--- config.mk ---
export PLATFORM = sky130hd
export DESIGN_NAME = apt_pair_trig_ctrl
export DESIGN_NICKNAME = d
export VERILOG_FILES = /design/src/apt_pkg.sv /design/src/apt_axil_slave.sv /design/src/apt_pair_trig_ctrl.sv /design/src/apt_trig_sel.sv
export VERILOG_INCLUDE_DIRS = /design/src
export SDC_FILE = /design/constraint.sdc
export NUM_CORES = 1
export LEC_CHECK = 0
export BUFFER_PORTS_ARGS = -buffer_cell sky130_fd_sc_hd__clkbuf_2
export CORE_MARGIN = 2
export CORE_UTILIZATION = 40
export DETAILED_ROUTE_END_ITERATION = 10
export PLACE_DENSITY_LB_ADDON = 0.12
export SLEW_MARGIN = 20
export SYNTH_ARGS = -nofsm -noshare
export SYNTH_HDL_FRONTEND = slang
export SYNTH_SLANG_ARGS = --single-unit
--- constraint.sdc ---
create_clock -name aclk -period 3.14 [get_ports aclk]
set_input_delay 0.314 -clock aclk [delete_from_list [all_inputs] [get_ports aclk]]
set_output_delay 0.314 -clock aclk [all_outputs]
set_load 0.005 [all_outputs]
--- src/apt_regs.svh ---
/*
 Register offsets, field positions, reset values and widths of the
 pair trigger control block.
 Assumes a 32-bit AXI4-Lite slave with byte addresses on 8 bits.
*/
`ifndef APT_REGS_SVH
`define APT_REGS_SVH
`define APT_NPAIRS      6
`define APT_AW          8
`define APT_OFF_PC01    8'h00
`define APT_OFF_PC23    8'h04
`define APT_OFF_PC45    8'h08
`define APT_OFF_STAT    8'h0C
`define APT_OFF_MASK    8'h10
`define APT_PC_STRIDE   8'h04
`define APT_BIT_IRQEN   7
`define APT_BIT_PEND    6
`define APT_BIT_SWT     5
`define APT_SEL_MSB     4
`define APT_RST_PC      16'h0000
`define APT_RST_STAT    6'h00
`define APT_RST_MASK    6'h00
`define APT_RESP_OKAY   2'h0
`define APT_RESP_SLVERR 2'h2
`endif

--- src/apt_pkg.sv ---
/*
 Types shared by the pair trigger control block.
 Assumes apt_regs.svh supplies the numeric constants.
*/
package apt_pkg;
   // Conversion core ownership
   typedef enum logic {APT_IDLE, APT_BUSY} apt_state_type;
   // Trigger source selection code
   typedef logic [4:0] apt_sel_type;
endpackage : apt_pkg

--- src/apt_axil_slave.sv ---
/*
 AXI4-Lite slave front end: takes one write and one read at a time.
 Assumes register decode and read mux sit in the parent.
*/
`timescale 1ns/1ps
`include "apt_regs.svh"
module apt_axil_slave (
   input  wire logic              aclk,
   input  wire logic              aresetn,
   input  wire logic [7:0]        s_axil_awaddr,
   input  wire logic              s_axil_awvalid,
   output logic                   s_axil_awready,
   input  wire logic [31:0]       s_axil_wdata,
   input  wire logic [3:0]        s_axil_wstrb,
   input  wire logic              s_axil_wvalid,
   output logic                   s_axil_wready,
   output logic [1:0]             s_axil_bresp,
   output logic                   s_axil_bvalid,
   input  wire logic              s_axil_bready,
   input  wire logic              s_axil_arvalid,
   output logic                   s_axil_arready,
   output logic [31:0]            s_axil_rdata,
   output logic [1:0]             s_axil_rresp,
   output logic                   s_axil_rvalid,
   input  wire logic              s_axil_rready,
   output logic                   wr_en,   // Write pulse
   output logic [7:0]             wr_addr, // Held write address
   output logic [31:0]            wr_data, // Held write data
   output logic [3:0]             wr_strb, // Held byte strobes
   input  wire logic              wr_err,  // Write address unmapped
   input  wire logic [31:0]       rd_data, // Mux of araddr
   input  wire logic              rd_err   // Read address unmapped
);
   // Both halves held and no response outstanding
   assign wr_en = !s_axil_awready && !s_axil_wready && !s_axil_bvalid;

   // Address and data taken independently, ready dropped while held
   always_ff @(posedge aclk) begin
      if (!aresetn) begin
         s_axil_awready <= 1'b1;
         s_axil_wready  <= 1'b1;
         wr_addr        <= 8'h00;
         wr_data        <= 32'h0000_0000;
         wr_strb        <= 4'h0;
      end else begin
         if (s_axil_awvalid && s_axil_awready) begin
            s_axil_awready <= 1'b0;
            wr_addr        <= s_axil_awaddr;
         end
         if (s_axil_wvalid && s_axil_wready) begin
            s_axil_wready <= 1'b0;
            wr_data       <= s_axil_wdata;
            wr_strb       <= s_axil_wstrb;
         end
         // Reopen only once the response has been taken
         if (s_axil_bvalid && s_axil_bready) begin
            s_axil_awready <= 1'b1;
            s_axil_wready  <= 1'b1;
         end
      end
   end

   // Write response one cycle after the write pulse
   always_ff @(posedge aclk) begin
      if (!aresetn) begin
         s_axil_bvalid <= 1'b0;
         s_axil_bresp  <= `APT_RESP_OKAY;
      end else if (wr_en) begin
         s_axil_bvalid <= 1'b1;
         s_axil_bresp  <= wr_err ? `APT_RESP_SLVERR : `APT_RESP_OKAY;
      end else if (s_axil_bready) begin
         s_axil_bvalid <= 1'b0;
      end
   end

   // Read data captured in the cycle the address is taken
   always_ff @(posedge aclk) begin
      if (!aresetn) begin
         s_axil_arready <= 1'b1;
         s_axil_rvalid  <= 1'b0;
         s_axil_rdata   <= 32'h0000_0000;
         s_axil_rresp   <= `APT_RESP_OKAY;
      end else if (s_axil_arvalid && s_axil_arready) begin
         s_axil_arready <= 1'b0;
         s_axil_rvalid  <= 1'b1;
         s_axil_rdata   <= rd_data;
         s_axil_rresp   <= rd_err ? `APT_RESP_SLVERR : `APT_RESP_OKAY;
      end else if (s_axil_rvalid && s_axil_rready) begin
         s_axil_arready <= 1'b1;
         s_axil_rvalid  <= 1'b0;
      end
   end
endmodule : apt_axil_slave

--- src/apt_pair_trig_ctrl.sv ---
/*
 Converter pair trigger control: six pairs, three pair control
 registers, a sticky completion status with mask, and a one-at-a-time
 request port to the shared conversion core.
 Assumes trigger inputs are one-cycle pulses synchronous to aclk and
 that the core pulses conv_done once per conv_start.
*/
// Design decisions made here: the register addresses and the AXI4-Lite interface to the registers.
`timescale 1ns/1ps
`include "apt_regs.svh"
module apt_pair_trig_ctrl (
   input  wire logic        aclk,
   input  wire logic        aresetn,
   input  wire logic [7:0]  s_axil_awaddr,
   input  wire logic        s_axil_awvalid,
   output logic             s_axil_awready,
   input  wire logic [31:0] s_axil_wdata,
   input  wire logic [3:0]  s_axil_wstrb,
   input  wire logic        s_axil_wvalid,
   output logic             s_axil_wready,
   output logic [1:0]       s_axil_bresp,
   output logic             s_axil_bvalid,
   input  wire logic        s_axil_bready,
   input  wire logic [7:0]  s_axil_araddr,
   input  wire logic        s_axil_arvalid,
   output logic             s_axil_arready,
   output logic [31:0]      s_axil_rdata,
   output logic [1:0]       s_axil_rresp,
   output logic             s_axil_rvalid,
   input  wire logic        s_axil_rready,
   input  wire logic        glob_sw_trig,   // Global software trigger
   input  wire logic        pwm_spec_trig,  // Primary special event
   input  wire logic        pwm_sspec_trig, // Secondary special event
   input  wire logic [7:0]  pwm_prim_trig,  // Generators 1-8 primary
   input  wire logic [8:0]  pwm_sec_trig,   // Generators 1-9 second.
   input  wire logic [7:0]  pwm_clim_trig,  // Generators 1-8 cur-lim
   input  wire logic        first_timer_pm, // First timer period
   input  wire logic        second_timer_pm,// Second timer period
   output logic             conv_start_r,   // Core request pulse
   output logic [2:0]       conv_pair_r,    // Pair being converted
   output logic [3:0]       conv_chan_hi_r, // Odd channel
   output logic [3:0]       conv_chan_lo_r, // Even channel
   input  wire logic        conv_done,      // Core finished pulse
   output logic             irq_r           // Level interrupt
);
   import apt_pkg::*;

   ////////////////////////////////////////////////////////////////////
   // Declarations
   logic [5:0]    irqen_r;         // Per-pair interrupt enable
   logic [5:0]    pend_r;          // Per-pair pending flag
   logic [5:0]    swt_r;           // Per-pair software trigger
   apt_sel_type   sel_r [6];       // Per-pair source code
   logic [5:0]    stat_r;          // Sticky completion status
   logic [5:0]    mask_r;          // Interrupt mask
   logic [5:0]    issued_r;        // Pending already sent to core
   apt_state_type state_r;         // Core ownership
   logic [5:0]    hit;             // Selected trigger fired
   logic [5:0]    done_p;          // This pair just completed
   logic [5:0]    pend_nxt;
   logic [5:0]    swt_nxt;
   logic [5:0]    stat_nxt;
   logic [5:0]    wsel;            // Byte of this pair written
   logic [7:0]    pbyte [6];       // Read view of each pair
   logic [7:0]    wbyte [6];       // Write data of each pair
   logic          wr_en;
   logic [7:0]    wr_addr;
   logic [31:0]   wr_data;
   logic [3:0]    wr_strb;
   logic          wr_err;
   logic [31:0]   rd_data;
   logic          rd_err;
   logic          wr_stat;         // Status clear write
   logic          wr_mask;         // Mask write
   logic [5:0]    ready;           // Pending but not yet sent
   logic [2:0]    grant;           // Lowest ready pair
   logic          grant_v;

   ////////////////////////////////////////////////////////////////////
   // Bus front end
   apt_axil_slave u_bus (
      .aclk           (aclk),
      .aresetn        (aresetn),
      .s_axil_awaddr  (s_axil_awaddr),
      .s_axil_awvalid (s_axil_awvalid),
      .s_axil_awready (s_axil_awready),
      .s_axil_wdata   (s_axil_wdata),
      .s_axil_wstrb   (s_axil_wstrb),
      .s_axil_wvalid  (s_axil_wvalid),
      .s_axil_wready  (s_axil_wready),
      .s_axil_bresp   (s_axil_bresp),
      .s_axil_bvalid  (s_axil_bvalid),
      .s_axil_bready  (s_axil_bready),
      .s_axil_arvalid (s_axil_arvalid),
      .s_axil_arready (s_axil_arready),
      .s_axil_rdata   (s_axil_rdata),
      .s_axil_rresp   (s_axil_rresp),
      .s_axil_rvalid  (s_axil_rvalid),
      .s_axil_rready  (s_axil_rready),
      .wr_en          (wr_en),
      .wr_addr        (wr_addr),
      .wr_data        (wr_data),
      .wr_strb        (wr_strb),
      .wr_err         (wr_err),
      .rd_data        (rd_data),
      .rd_err         (rd_err)
   );

   assign wr_stat = wr_en && wr_addr == `APT_OFF_STAT && wr_strb[0];
   assign wr_mask = wr_en && wr_addr == `APT_OFF_MASK && wr_strb[0];
   assign wr_err  = wr_addr > `APT_OFF_MASK || wr_addr[1:0] != 2'h0;

   ////////////////////////////////////////////////////////////////////
   // Per-pair trigger, pending, software bit and status next values
   for (genvar i = 0; i < `APT_NPAIRS; i++) begin : g_pair
      localparam int R = i / 2; // Register holding this pair
      localparam int B = i % 2; // Byte: odd pair in the upper one
      localparam logic [7:0] OFF = 8'(R * `APT_PC_STRIDE);

      apt_trig_sel u_sel (
         .sel      (sel_r[i]),
         .sw_bit   (swt_r[i]),
         .glob_sw  (glob_sw_trig),
         .spec     (pwm_spec_trig),
         .sec_spec (pwm_sspec_trig),
         .prim     (pwm_prim_trig),
         .sec      (pwm_sec_trig),
         .clim     (pwm_clim_trig),
         .tmr1     (first_timer_pm),
         .tmr2     (second_timer_pm),
         .hit      (hit[i])
      );

      assign wsel[i]  = wr_en && wr_addr == `APT_OFF_PC01 + OFF &&
                        wr_strb[B];
      assign wbyte[i] = wr_data[8*B +: 8];
      assign pbyte[i] = {irqen_r[i], pend_r[i], swt_r[i], sel_r[i]};
      assign done_p[i] = conv_done && state_r == APT_BUSY &&
                         conv_pair_r == 3'(i);
      // A new trigger wins over a completion in the same cycle
      assign pend_nxt[i] = hit[i] | (pend_r[i] & ~done_p[i]);
      // Cleared as pending rises or re-arms on completion, so a held
      // bit cannot loop conversions; a fresh write still lands
      assign swt_nxt[i] = wsel[i] ? wbyte[i][`APT_BIT_SWT] :
         (swt_r[i] & ~(hit[i] & (~pend_r[i] | done_p[i])));
      // Set wins over a write-one-to-clear in the same cycle
      assign stat_nxt[i] = (done_p[i] & irqen_r[i]) |
         (stat_r[i] & ~(wr_stat & wr_data[i]));
   end

   ////////////////////////////////////////////////////////////////////
   // Pair control fields written by software
   always_ff @(posedge aclk) begin
      if (!aresetn) begin
         irqen_r <= 6'h00;
         for (int k = 0; k < `APT_NPAIRS; k++) begin
            sel_r[k] <= apt_sel_type'(`APT_RST_PC);
         end
      end else begin
         for (int k = 0; k < `APT_NPAIRS; k++) begin
            if (wsel[k]) begin
               irqen_r[k] <= wbyte[k][`APT_BIT_IRQEN];
               sel_r[k]   <= wbyte[k][`APT_SEL_MSB:0];
            end
         end
      end
   end

   // Pending flags, software bits and status; pending is read-only
   always_ff @(posedge aclk) begin
      if (!aresetn) begin
         pend_r <= 6'h00;
         swt_r  <= 6'h00;
         stat_r <= `APT_RST_STAT;
      end else begin
         pend_r <= pend_nxt;
         swt_r  <= swt_nxt;
         stat_r <= stat_nxt;
      end
   end

   // Mask register
   always_ff @(posedge aclk) begin
      if (!aresetn) begin
         mask_r <= `APT_RST_MASK;
      end else if (wr_mask) begin
         mask_r <= wr_data[5:0];
      end
   end

   // Interrupt level from flops only
   always_ff @(posedge aclk) begin
      if (!aresetn) begin
         irq_r <= 1'b0;
      end else begin
         irq_r <= |(stat_nxt & mask_r);
      end
   end

   ////////////////////////////////////////////////////////////////////
   // Core arbitration: lowest pending pair first, one at a time
   assign ready = pend_r & ~issued_r;
   always_comb begin
      grant   = 3'h0;
      grant_v = 1'b0;
      for (int k = `APT_NPAIRS - 1; k >= 0; k--) begin
         if (ready[k]) begin
            grant   = 3'(k);
            grant_v = 1'b1;
         end
      end
   end

   // Request stays pending while the core is busy with another pair
   always_ff @(posedge aclk) begin
      if (!aresetn) begin
         state_r        <= APT_IDLE;
         conv_start_r   <= 1'b0;
         conv_pair_r    <= 3'h0;
         conv_chan_hi_r <= 4'h0;
         conv_chan_lo_r <= 4'h0;
      end else begin
         conv_start_r <= 1'b0;
         unique case (state_r)
            APT_IDLE: begin
               if (grant_v) begin
                  state_r        <= APT_BUSY;
                  conv_start_r   <= 1'b1;
                  conv_pair_r    <= grant;
                  conv_chan_hi_r <= {grant, 1'b1};
                  conv_chan_lo_r <= {grant, 1'b0};
               end
            end
            APT_BUSY: begin
               if (conv_done) begin
                  state_r <= APT_IDLE;
               end
            end
         endcase
      end
   end

   // Sent marks; a retrigger on completion makes the pair ready again
   always_ff @(posedge aclk) begin
      if (!aresetn) begin
         issued_r <= 6'h00;
      end else begin
         for (int k = 0; k < `APT_NPAIRS; k++) begin
            if (done_p[k]) begin
               issued_r[k] <= 1'b0;
            end else if (state_r == APT_IDLE && grant_v && grant == 3'(k))
            begin
               issued_r[k] <= 1'b1;
            end
         end
      end
   end

   ////////////////////////////////////////////////////////////////////
   // Read mux
   always_comb begin
      rd_data = 32'h0000_0000;
      rd_err  = 1'b0;
      case (s_axil_araddr)
         `APT_OFF_PC01: rd_data[15:0] = {pbyte[1], pbyte[0]};
         `APT_OFF_PC23: rd_data[15:0] = {pbyte[3], pbyte[2]};
         `APT_OFF_PC45: rd_data[15:0] = {pbyte[5], pbyte[4]};
         `APT_OFF_STAT: rd_data[5:0]  = stat_r;
         `APT_OFF_MASK: rd_data[5:0]  = mask_r;
         default:       rd_err        = 1'b1;
      endcase
   end

   logic [5:0] pend_d_r; // Pending one cycle ago
   logic [5:0] wsw_d_r;  // Software bit written one cycle ago
   always_ff @(posedge aclk) begin
      pend_d_r <= pend_r;
      wsw_d_r  <= wsel & {wbyte[5][5], wbyte[4][5], wbyte[3][5],
                          wbyte[2][5], wbyte[1][5], wbyte[0][5]};
   end
endmodule : apt_pair_trig_ctrl

--- src/apt_trig_sel.sv ---
/*
 Trigger source multiplexer for one converter pair.
 Assumes all trigger inputs are one-cycle pulses on aclk.
*/
`timescale 1ns/1ps
module apt_trig_sel (
   input  wire apt_pkg::apt_sel_type sel,      // Source code
   input  wire logic                 sw_bit,   // Own software bit
   input  wire logic                 glob_sw,  // Global software
   input  wire logic                 spec,     // Primary special evt
   input  wire logic                 sec_spec, // Secondary special
   input  wire logic [7:0]           prim,     // Primary triggers
   input  wire logic [8:0]           sec,      // Secondary triggers
   input  wire logic [7:0]           clim,     // Current-limit trig
   input  wire logic                 tmr1,     // First timer period
   input  wire logic                 tmr2,     // Second timer period
   output logic                      hit       // Selected trigger
);
   import apt_pkg::*;
   logic [31:0] src; // One bit per code, bit 0 always dead

   // Code 2 also honours the own bit, so software that selects the
   // global code before setting it still gets its conversion
   assign src = {tmr2, clim, sec, sec_spec, tmr1, prim, spec,
                 glob_sw | sw_bit, sw_bit, 1'b0};
   // Codes 4-11, 14-22, 23-30 map in ascending order, 12 and 31 timers
   assign hit = src[sel];
endmodule : apt_trig_sel
==> flow_summary.ini, run 1 <==
[status]
status = finished, final reports clean

[clocking]
ctsHtreeMaxLevel = 4
hold_buffers = 0
cts_tree = yes
clk_latency_ns = 0.42
cts_root_buf = clkbuf_16
clkTransAtPathRegs_ns = 0.06
ctsLongestPathBuffers = 2
cts_setup_buffers = 0
cts_buffers = 17
clock_sinks = 120
cts_resized = 0

[worst_setup_path]
worst_ep_arrival_time_ns = 2.91
cpLargestDelayFamily = compound AO/OA/AOI/OAI gates
crit_slowest_cell = edfxtp_1
endpoint_kind = flip-flop
worst_setup_path_start_kind = flip-flop
path_cells = mux4_2 > nand2_1 > o21ai_0 > a2111oi_0 > buf_4 > a21oi_1 > o31ai_1
r2r-start = sel_r[3][0]
worst-path-buf-inv = 1
critPathMaxFanout = 11
crit_end = swt_r[3]
reg2reg_depth = 7
reg2reg_slack_ns = 0.56
max_stage_delay_ns = 0.67
r2r_end = swt_r[3]
path_class = flip-flop to flip-flop
startpoint = sel_r[3][0]
cp.depth = 7
cp.required_ns = 3.48

[synthesis]
synth_mux_area_share_pct = 17.4
synth_cell_types = 59
ys_seq_elements = 120
yosys.area.top_type = dfxtp_1
yosys.area_share.adder_pct = 0
yosysSeqAreaShare_pct = 39.0
netlist_area_sq_um = 6920
yosysMostFrequentCell = dfxtp_1
synthSimpleGateAreaFrac_pct = 21.0
async_flop_share_pct = 0
ys.flop_type = dfxtp_1
ys_warn_count = 0
synth_compound_area_share_pct = 16.4
synth_top_family_by_area = simple AND/OR/NAND/NOR gates
yosys-top-cells-count = 90 x dfxtp_1, 88 x nand2_1, 58 x nor2_1
synth-xor-area-share_pct = 0
netlist_instances = 735
synth_edf_count = 30
synth_top_area_share_pct = 26.0
synth_area_per_cell_sq_um = 9.42
synth_area_leaders = dfxtp_1 26%, edfxtp_1 13%, mux4_2 10%

[die]
die_y_um = 136
core_sq_um = 17100
ioPinCount = 144
initial_utilization_pct = 40.4
die_w_um = 136
fp-row-count = 48
die_area_sq_um = 18400

[place]
pre_cts_ws_ns = 0.575
routabilityCongestion = 0.873
placed_area_sq_um = 7490
place_hpwl_um = 15500
io_buffer_count = 104

[global_route]
grt_pass1_wl_um = 32200
grt-ovfl-total = 0
antenna_found_initial = 0
grt_pass1_vias = 5764
grt_max_degree = 41
grt_util_all_layers_pct = 23.1

[timing]
drv_slew = 0
clock-skew-final_ns = 0.00819
worst_pin_slew_ns = 0.921
hold_viol = 0
fin_crit_sh_pct = 82.1
relSlewSlack_pct = 38.1
holdWs_ns = 0.0981
setup_viol_count_final = 0
fin_ws_ns = 0.561
finalCriticalPeriod_ns = 2.58
grt_setup_unrepaired = no
setup_tns_ns = 0
fmax_ghz = 0.388

[run]
maxCapViolations = 0

[layout]
fin_area_sq_um = 8100
fin_util_pct = 47.3
syn_to_final_growth_pct = 16.9
nets = 906
diodes = 0
drive_gt1_share_pct = 23.1

[route]
via_count = 5987
drt_iter0_drc = 479
drc_errors = 0
final_antenna_net_count = 0
first_pass_iters = 5
postRouteWirelength_um = 20700
wl_per_cell_um = 19.6
routed_via_density = 5.69

[pwr]
p_leak_nw = 3.11
powerDensity_nw_per_um2 = 529
peakVddDrop_v = 0.000364

[min_path]
hold_class = input port to flip-flop
==> report_power, final <==
group	internal [mW]	switching [mW]	total (mW)
sequential	1.65	0.109	1.76
clock	1.33	0.697	2.03
combinational	0.224	0.267	0.491
==> state kept, by name, indices dropped and copies added (netlist names), 2 cells and up <==
| register | cells |
|---|---|
| issued_r | 6 |
| stat_r | 6 |
| swt_r | 6 |
| sel_r | 30 |
| conv_pair_r | 3 |
| u_bus.wr_data | 14 |
| mask_r | 6 |
| irqen_r | 6 |
| pend_r | 6 |
| u_bus.wr_addr | 8 |
| u_bus.s_axil_rdata | 16 |
| u_bus.wr_strb | 2 |
==> kinds of logic after synthesis <==
kind of cell	after synthesis
and+or+nand+nor	280
buffers and inverters	83
other	1
AOI/OAI and AO/OA	172
muxes	79
DFF	120
==> routing by layer <==
layer,GRT usage [%],wire (um),vias up
li1,-,-,2828
met1,31.1,8990,2886
met2,37.1,9630,245
met3,4.56,1650,28
met4,8.22,396,0
met5,0,0,-
==> layout make-up <==
class / count / area [sq um]
tap: 225 / 282
timing repair buffer: 111 / 573
inverter: 16 / 60.1
sequential: 120 / 2700
clock inverter: 6 / 114
fill: 1678 / 9020
multi-input combinational: 550 / 3870
clock buffer: 25 / 495
==> worst register-to-register path, delay by kind of cell (launching register included) <==
kind,cells,cell delay [ns]
and+or+nand+nor,1,0.10
AOI/OAI and AO/OA,4,0.94
muxes,1,0.58
buffers and inverters,1,0.22
DFF,1,0.67
==> how the worst min path moves through the flow <==
stage | startpoint | end | slack (ns) | cells after the start
2_1_floorplan | s_axil_wvalid | u_bus.s_axil_wready | 0.41 | 1
3_3_place_gp | u_bus.wr_addr[7] | u_bus.wr_addr[7] | 0.44 | 2
3_5_place_dp | issued_r[4] | issued_r[4] | 0.45 | 2
4_1_cts | s_axil_wvalid | u_bus.s_axil_wready | 0.1 | 2
5_1_grt | s_axil_wvalid | u_bus.s_axil_wready | 0.11 | 2
6_report | s_axil_wvalid | u_bus.s_axil_wready | 0.1 | 2
==> metrics by stage <==
| step | power [mW] | cells |
|---|---|---|
| final | 4.28 | 1053 |
| after global routing | 4.44 | 1053 |
| after CTS | 4.31 | 1053 |
| after detailed placement | 2.28 | 1022 |
| after global placement | 2.27 | 1022 |
| after floorplan | 2.10 | 753 |
==> placed cells by master (no fill, tap or decap), drive strengths merged, types with 3 or more instances in the layout <==
cell type  Yosys  final
edfxtp        30     30
a31oi          4      4
and3           3      3
nor4           6      6
o21ai         36     36
a22o          15     15
nand4b         4      4
nand2         88     88
a22oi          7      7
o22ai          4      4
o221ai         6      6
mux2          13     13
nand2b        10     10
conb           1     19
nor2b         20     20
o2111ai        4      4
and2          38     38
nor3           7      7
buf           38      7
inv           16     17
o21a           6      6
nand3b        14     14
and3b          4      4
dfxtp         90     90
a211oi         5      5
bufinv         0      3
a21oi         57     57
mux4          32     32
a32o           3      3
mux2i         34     34
clkbuf        29    129
nand3         14     14
nor2          58     58
a221oi         6      6
nor3b          5      5
a21boi         4      4
Power figures use the tool's default switching activity.
==> inputs of run 2 (changes only) <==
- clock period: 3.14 -> 2.4 ns (I/O delays scaled with it)
==> run 2 against run 1 <==
Compared with the run above: first-iteration DRC count down 9.0%; routed wire length rose by 2.8%; critical path depth down 1; design area is 2.4% higher; critical endpoint is now swt_r[4]; highest routed layer unchanged.
==> flow_summary.ini, run 2 (synthesis gave the netlist of run 1 again) <==
[layout]
diodes = 0
syn_to_final_growth_pct = 19.7
nets = 938
n_fill_cell = 1663
final_cells = 1086
regMostFlops = sel_r
most-common-layout-cells = 104 x clkbuf_2, 90 x dfxtp_1, 88 x nand2_1
drive_gt1_share_pct = 25.7
reg_top3 = sel_r: 30 flops, u_bus.s_axil_rdata: 16 flops, u_bus.wr_data: 14 flops
largest_reg_flops = 30
regArea_sq_um = 2700
multiInputGateArea_sq_um = 3870
layout_commonest_cell = clkbuf_2
fin_util_pct = 48.4

[worst_setup_path]
endpoint_kind = flip-flop
worst_setup_path_start_kind = flip-flop
reg2reg_slack_ns = 0.18
r2r-start = u_bus.s_axil_bvalid
path_cells = or3_1 > nor4_4 > and3b_1 > a21oi_1 > a32o_1 > a31o_2
cpLargestDelayFamily = simple AND/OR/NAND/NOR gates
critPathMaxFanout = 7
path_class = flip-flop to flip-flop
reg2reg_depth = 6
crit_slowest_cell = or3_1
worst-path-buf-inv = 0
r2r_end = swt_r[4]
cp.required_ns = 2.71
worst_ep_arrival_time_ns = 2.53
max_stage_delay_ns = 0.50

[clocking]
cts_tree = yes
clkTransAtPathRegs_ns = 0.06
ctsHtreeMaxLevel = 4
cts_buffers = 17
clk_latency_ns = 0.41
ctsLongestPathBuffers = 2
clock_sinks = 120
cts_root_buf = clkbuf_16
hold_buffers = 0

[place]
routabilityCongestion = 0.887
io_buffer_count = 104
dpl.cell_count = 1051
place_hpwl_um = 16300
pre_cts_ws_ns = 0.0523

[min_path]
hold_path.startpoint = s_axil_wvalid
hold_depth = 2
whs_endpoint = u_bus.s_axil_wready
hold_class = input port to flip-flop

[timing]
fin_ws_ns = 0.179
grt_setup_unrepaired = no
worst_pin_slew_ns = 0.620
fmax_ghz = 0.450
setup_tns_ns = 0
finalCriticalPeriod_ns = 2.22
relSlewSlack_pct = 58.7
setup_viol_count_final = 0
drv_slew = 0
hold_viol = 0
fin_crit_sh_pct = 92.5
clock-skew-final_ns = 0.0116

[pwr]
clkPwrFrac_pct = 44.6
seq_power_share_pct = 42.4
swShare_pct = 25.8
powerDensity_nw_per_um2 = 651
peakVddDrop_v = 0.000488
p_leak_nw = 3.24
p_sw_mw = 1.39
p_int_mw = 4.00
finalPower_mw = 5.40
pwr-share-comb_pct = 13.0

[global_route]
grt-ovfl-total = 0
grt_max_degree = 30
grt_pass1_wl_um = 32600
grt_util_all_layers_pct = 23.6
grt_pass1_vias = 5724
antenna_found_initial = 0

[route]
final_antenna_net_count = 0
routed_via_density = 5.62
drc_errors = 0
via_count = 6103
drt_iter0_drc = 436
first_pass_iters = 5
postRouteWirelength_um = 21200
wl_per_cell_um = 19.6

[die]
die_area_sq_um = 18400
initial_utilization_pct = 40.4
fp-row-count = 48
die_y_um = 136
die_w_um = 136
ioPinCount = 144
core_sq_um = 17100

[status]
status = finished, final reports clean

[run]
maxCapViolations = 0
==> run 2: cell count changes in the layout (fill, tap and decap cells not counted), moves of 2 or more <==
| cell | before | now |
|---|---|---|
| buf_4 | 7 | 38 |
| clkbuf_1 | 4 | 6 |
| clkbuf_8 | 4 | 0 |
| clkinv_2 | 0 | 3 |
| clkinvlp_4 | 0 | 2 |
==> run 2: worst register-to-register path, cell delays in order, from the launching register on <==
cell and delay, ns:
dfxtp_1 0.34, or3_1 0.50, nor4_4 0.39, and3b_1 0.25
a21oi_1 0.15, a32o_1 0.28, a31o_2 0.20
==> run 2: how the worst max path moves through the flow <==
stage | cells past startpoint | end | from
floorplan | 7 | swt_r[3] | sel_r[3][0]
global placement | 7 | swt_r[3] | sel_r[3][0]
detailed placement | 7 | swt_r[3] | sel_r[3][0]
CTS | 7 | swt_r[3] | sel_r[3][0]
global route | 7 | irq_r | u_bus.wr_addr[6]
finish | 6 | swt_r[4] | u_bus.s_axil_bvalid
==> run 2: power groups by stage <==
stage	logic, mW	registers (mW)	clock network (mW)
6_report	0.703	2.29	2.41
5_1_grt	0.775	2.30	2.54
4_1_cts	0.697	2.29	2.44
3_5_place_dp	0.693	2.33	0
3_3_place_gp	0.683	2.32	0
2_1_floorplan	0.480	2.27	0
==> run 2: area by class of cell <==
cell class | count | area share (%)
sequential | 120 | 32.6
tap | 225 | 3.40
multi-input combinational | 550 | 46.7
clock buffer | 23 | 5.40
clock inverter | 9 | 1.24
inverter | 16 | 0.725
timing repair buffer | 143 | 9.96
==> run 2: repair_timing <==
item	4_1_cts	5_1_grt
setup endpoints to repair	0	2
resized for setup	0	0
setup buffers	0	3
==> run 2: through the flow <==
step / hold WS (ns) / cell area, sq um
4_1_cts: 0.0280 / 8250
3_5_place_dp: 0.452 / 7700
5_1_grt: 0.0365 / 8290
2_1_floorplan: 0.340 / 6990
6_report: 0.0338 / 8290
3_3_place_gp: 0.444 / 7700
==> run 2: layer usage <==
metal / share of wire (%) / up-vias / wire length [um] / GRT usage, %
li1: - / 2890 / - / -
met1: 45 / 2939 / 9470 / 32.1
met5: 0 / - / 0 / 0
met2: 46 / 244 / 9760 / 36.6
met4: 1.8 / 0 / 390 / 7.58
met3: 7.6 / 30 / 1620 / 6.55
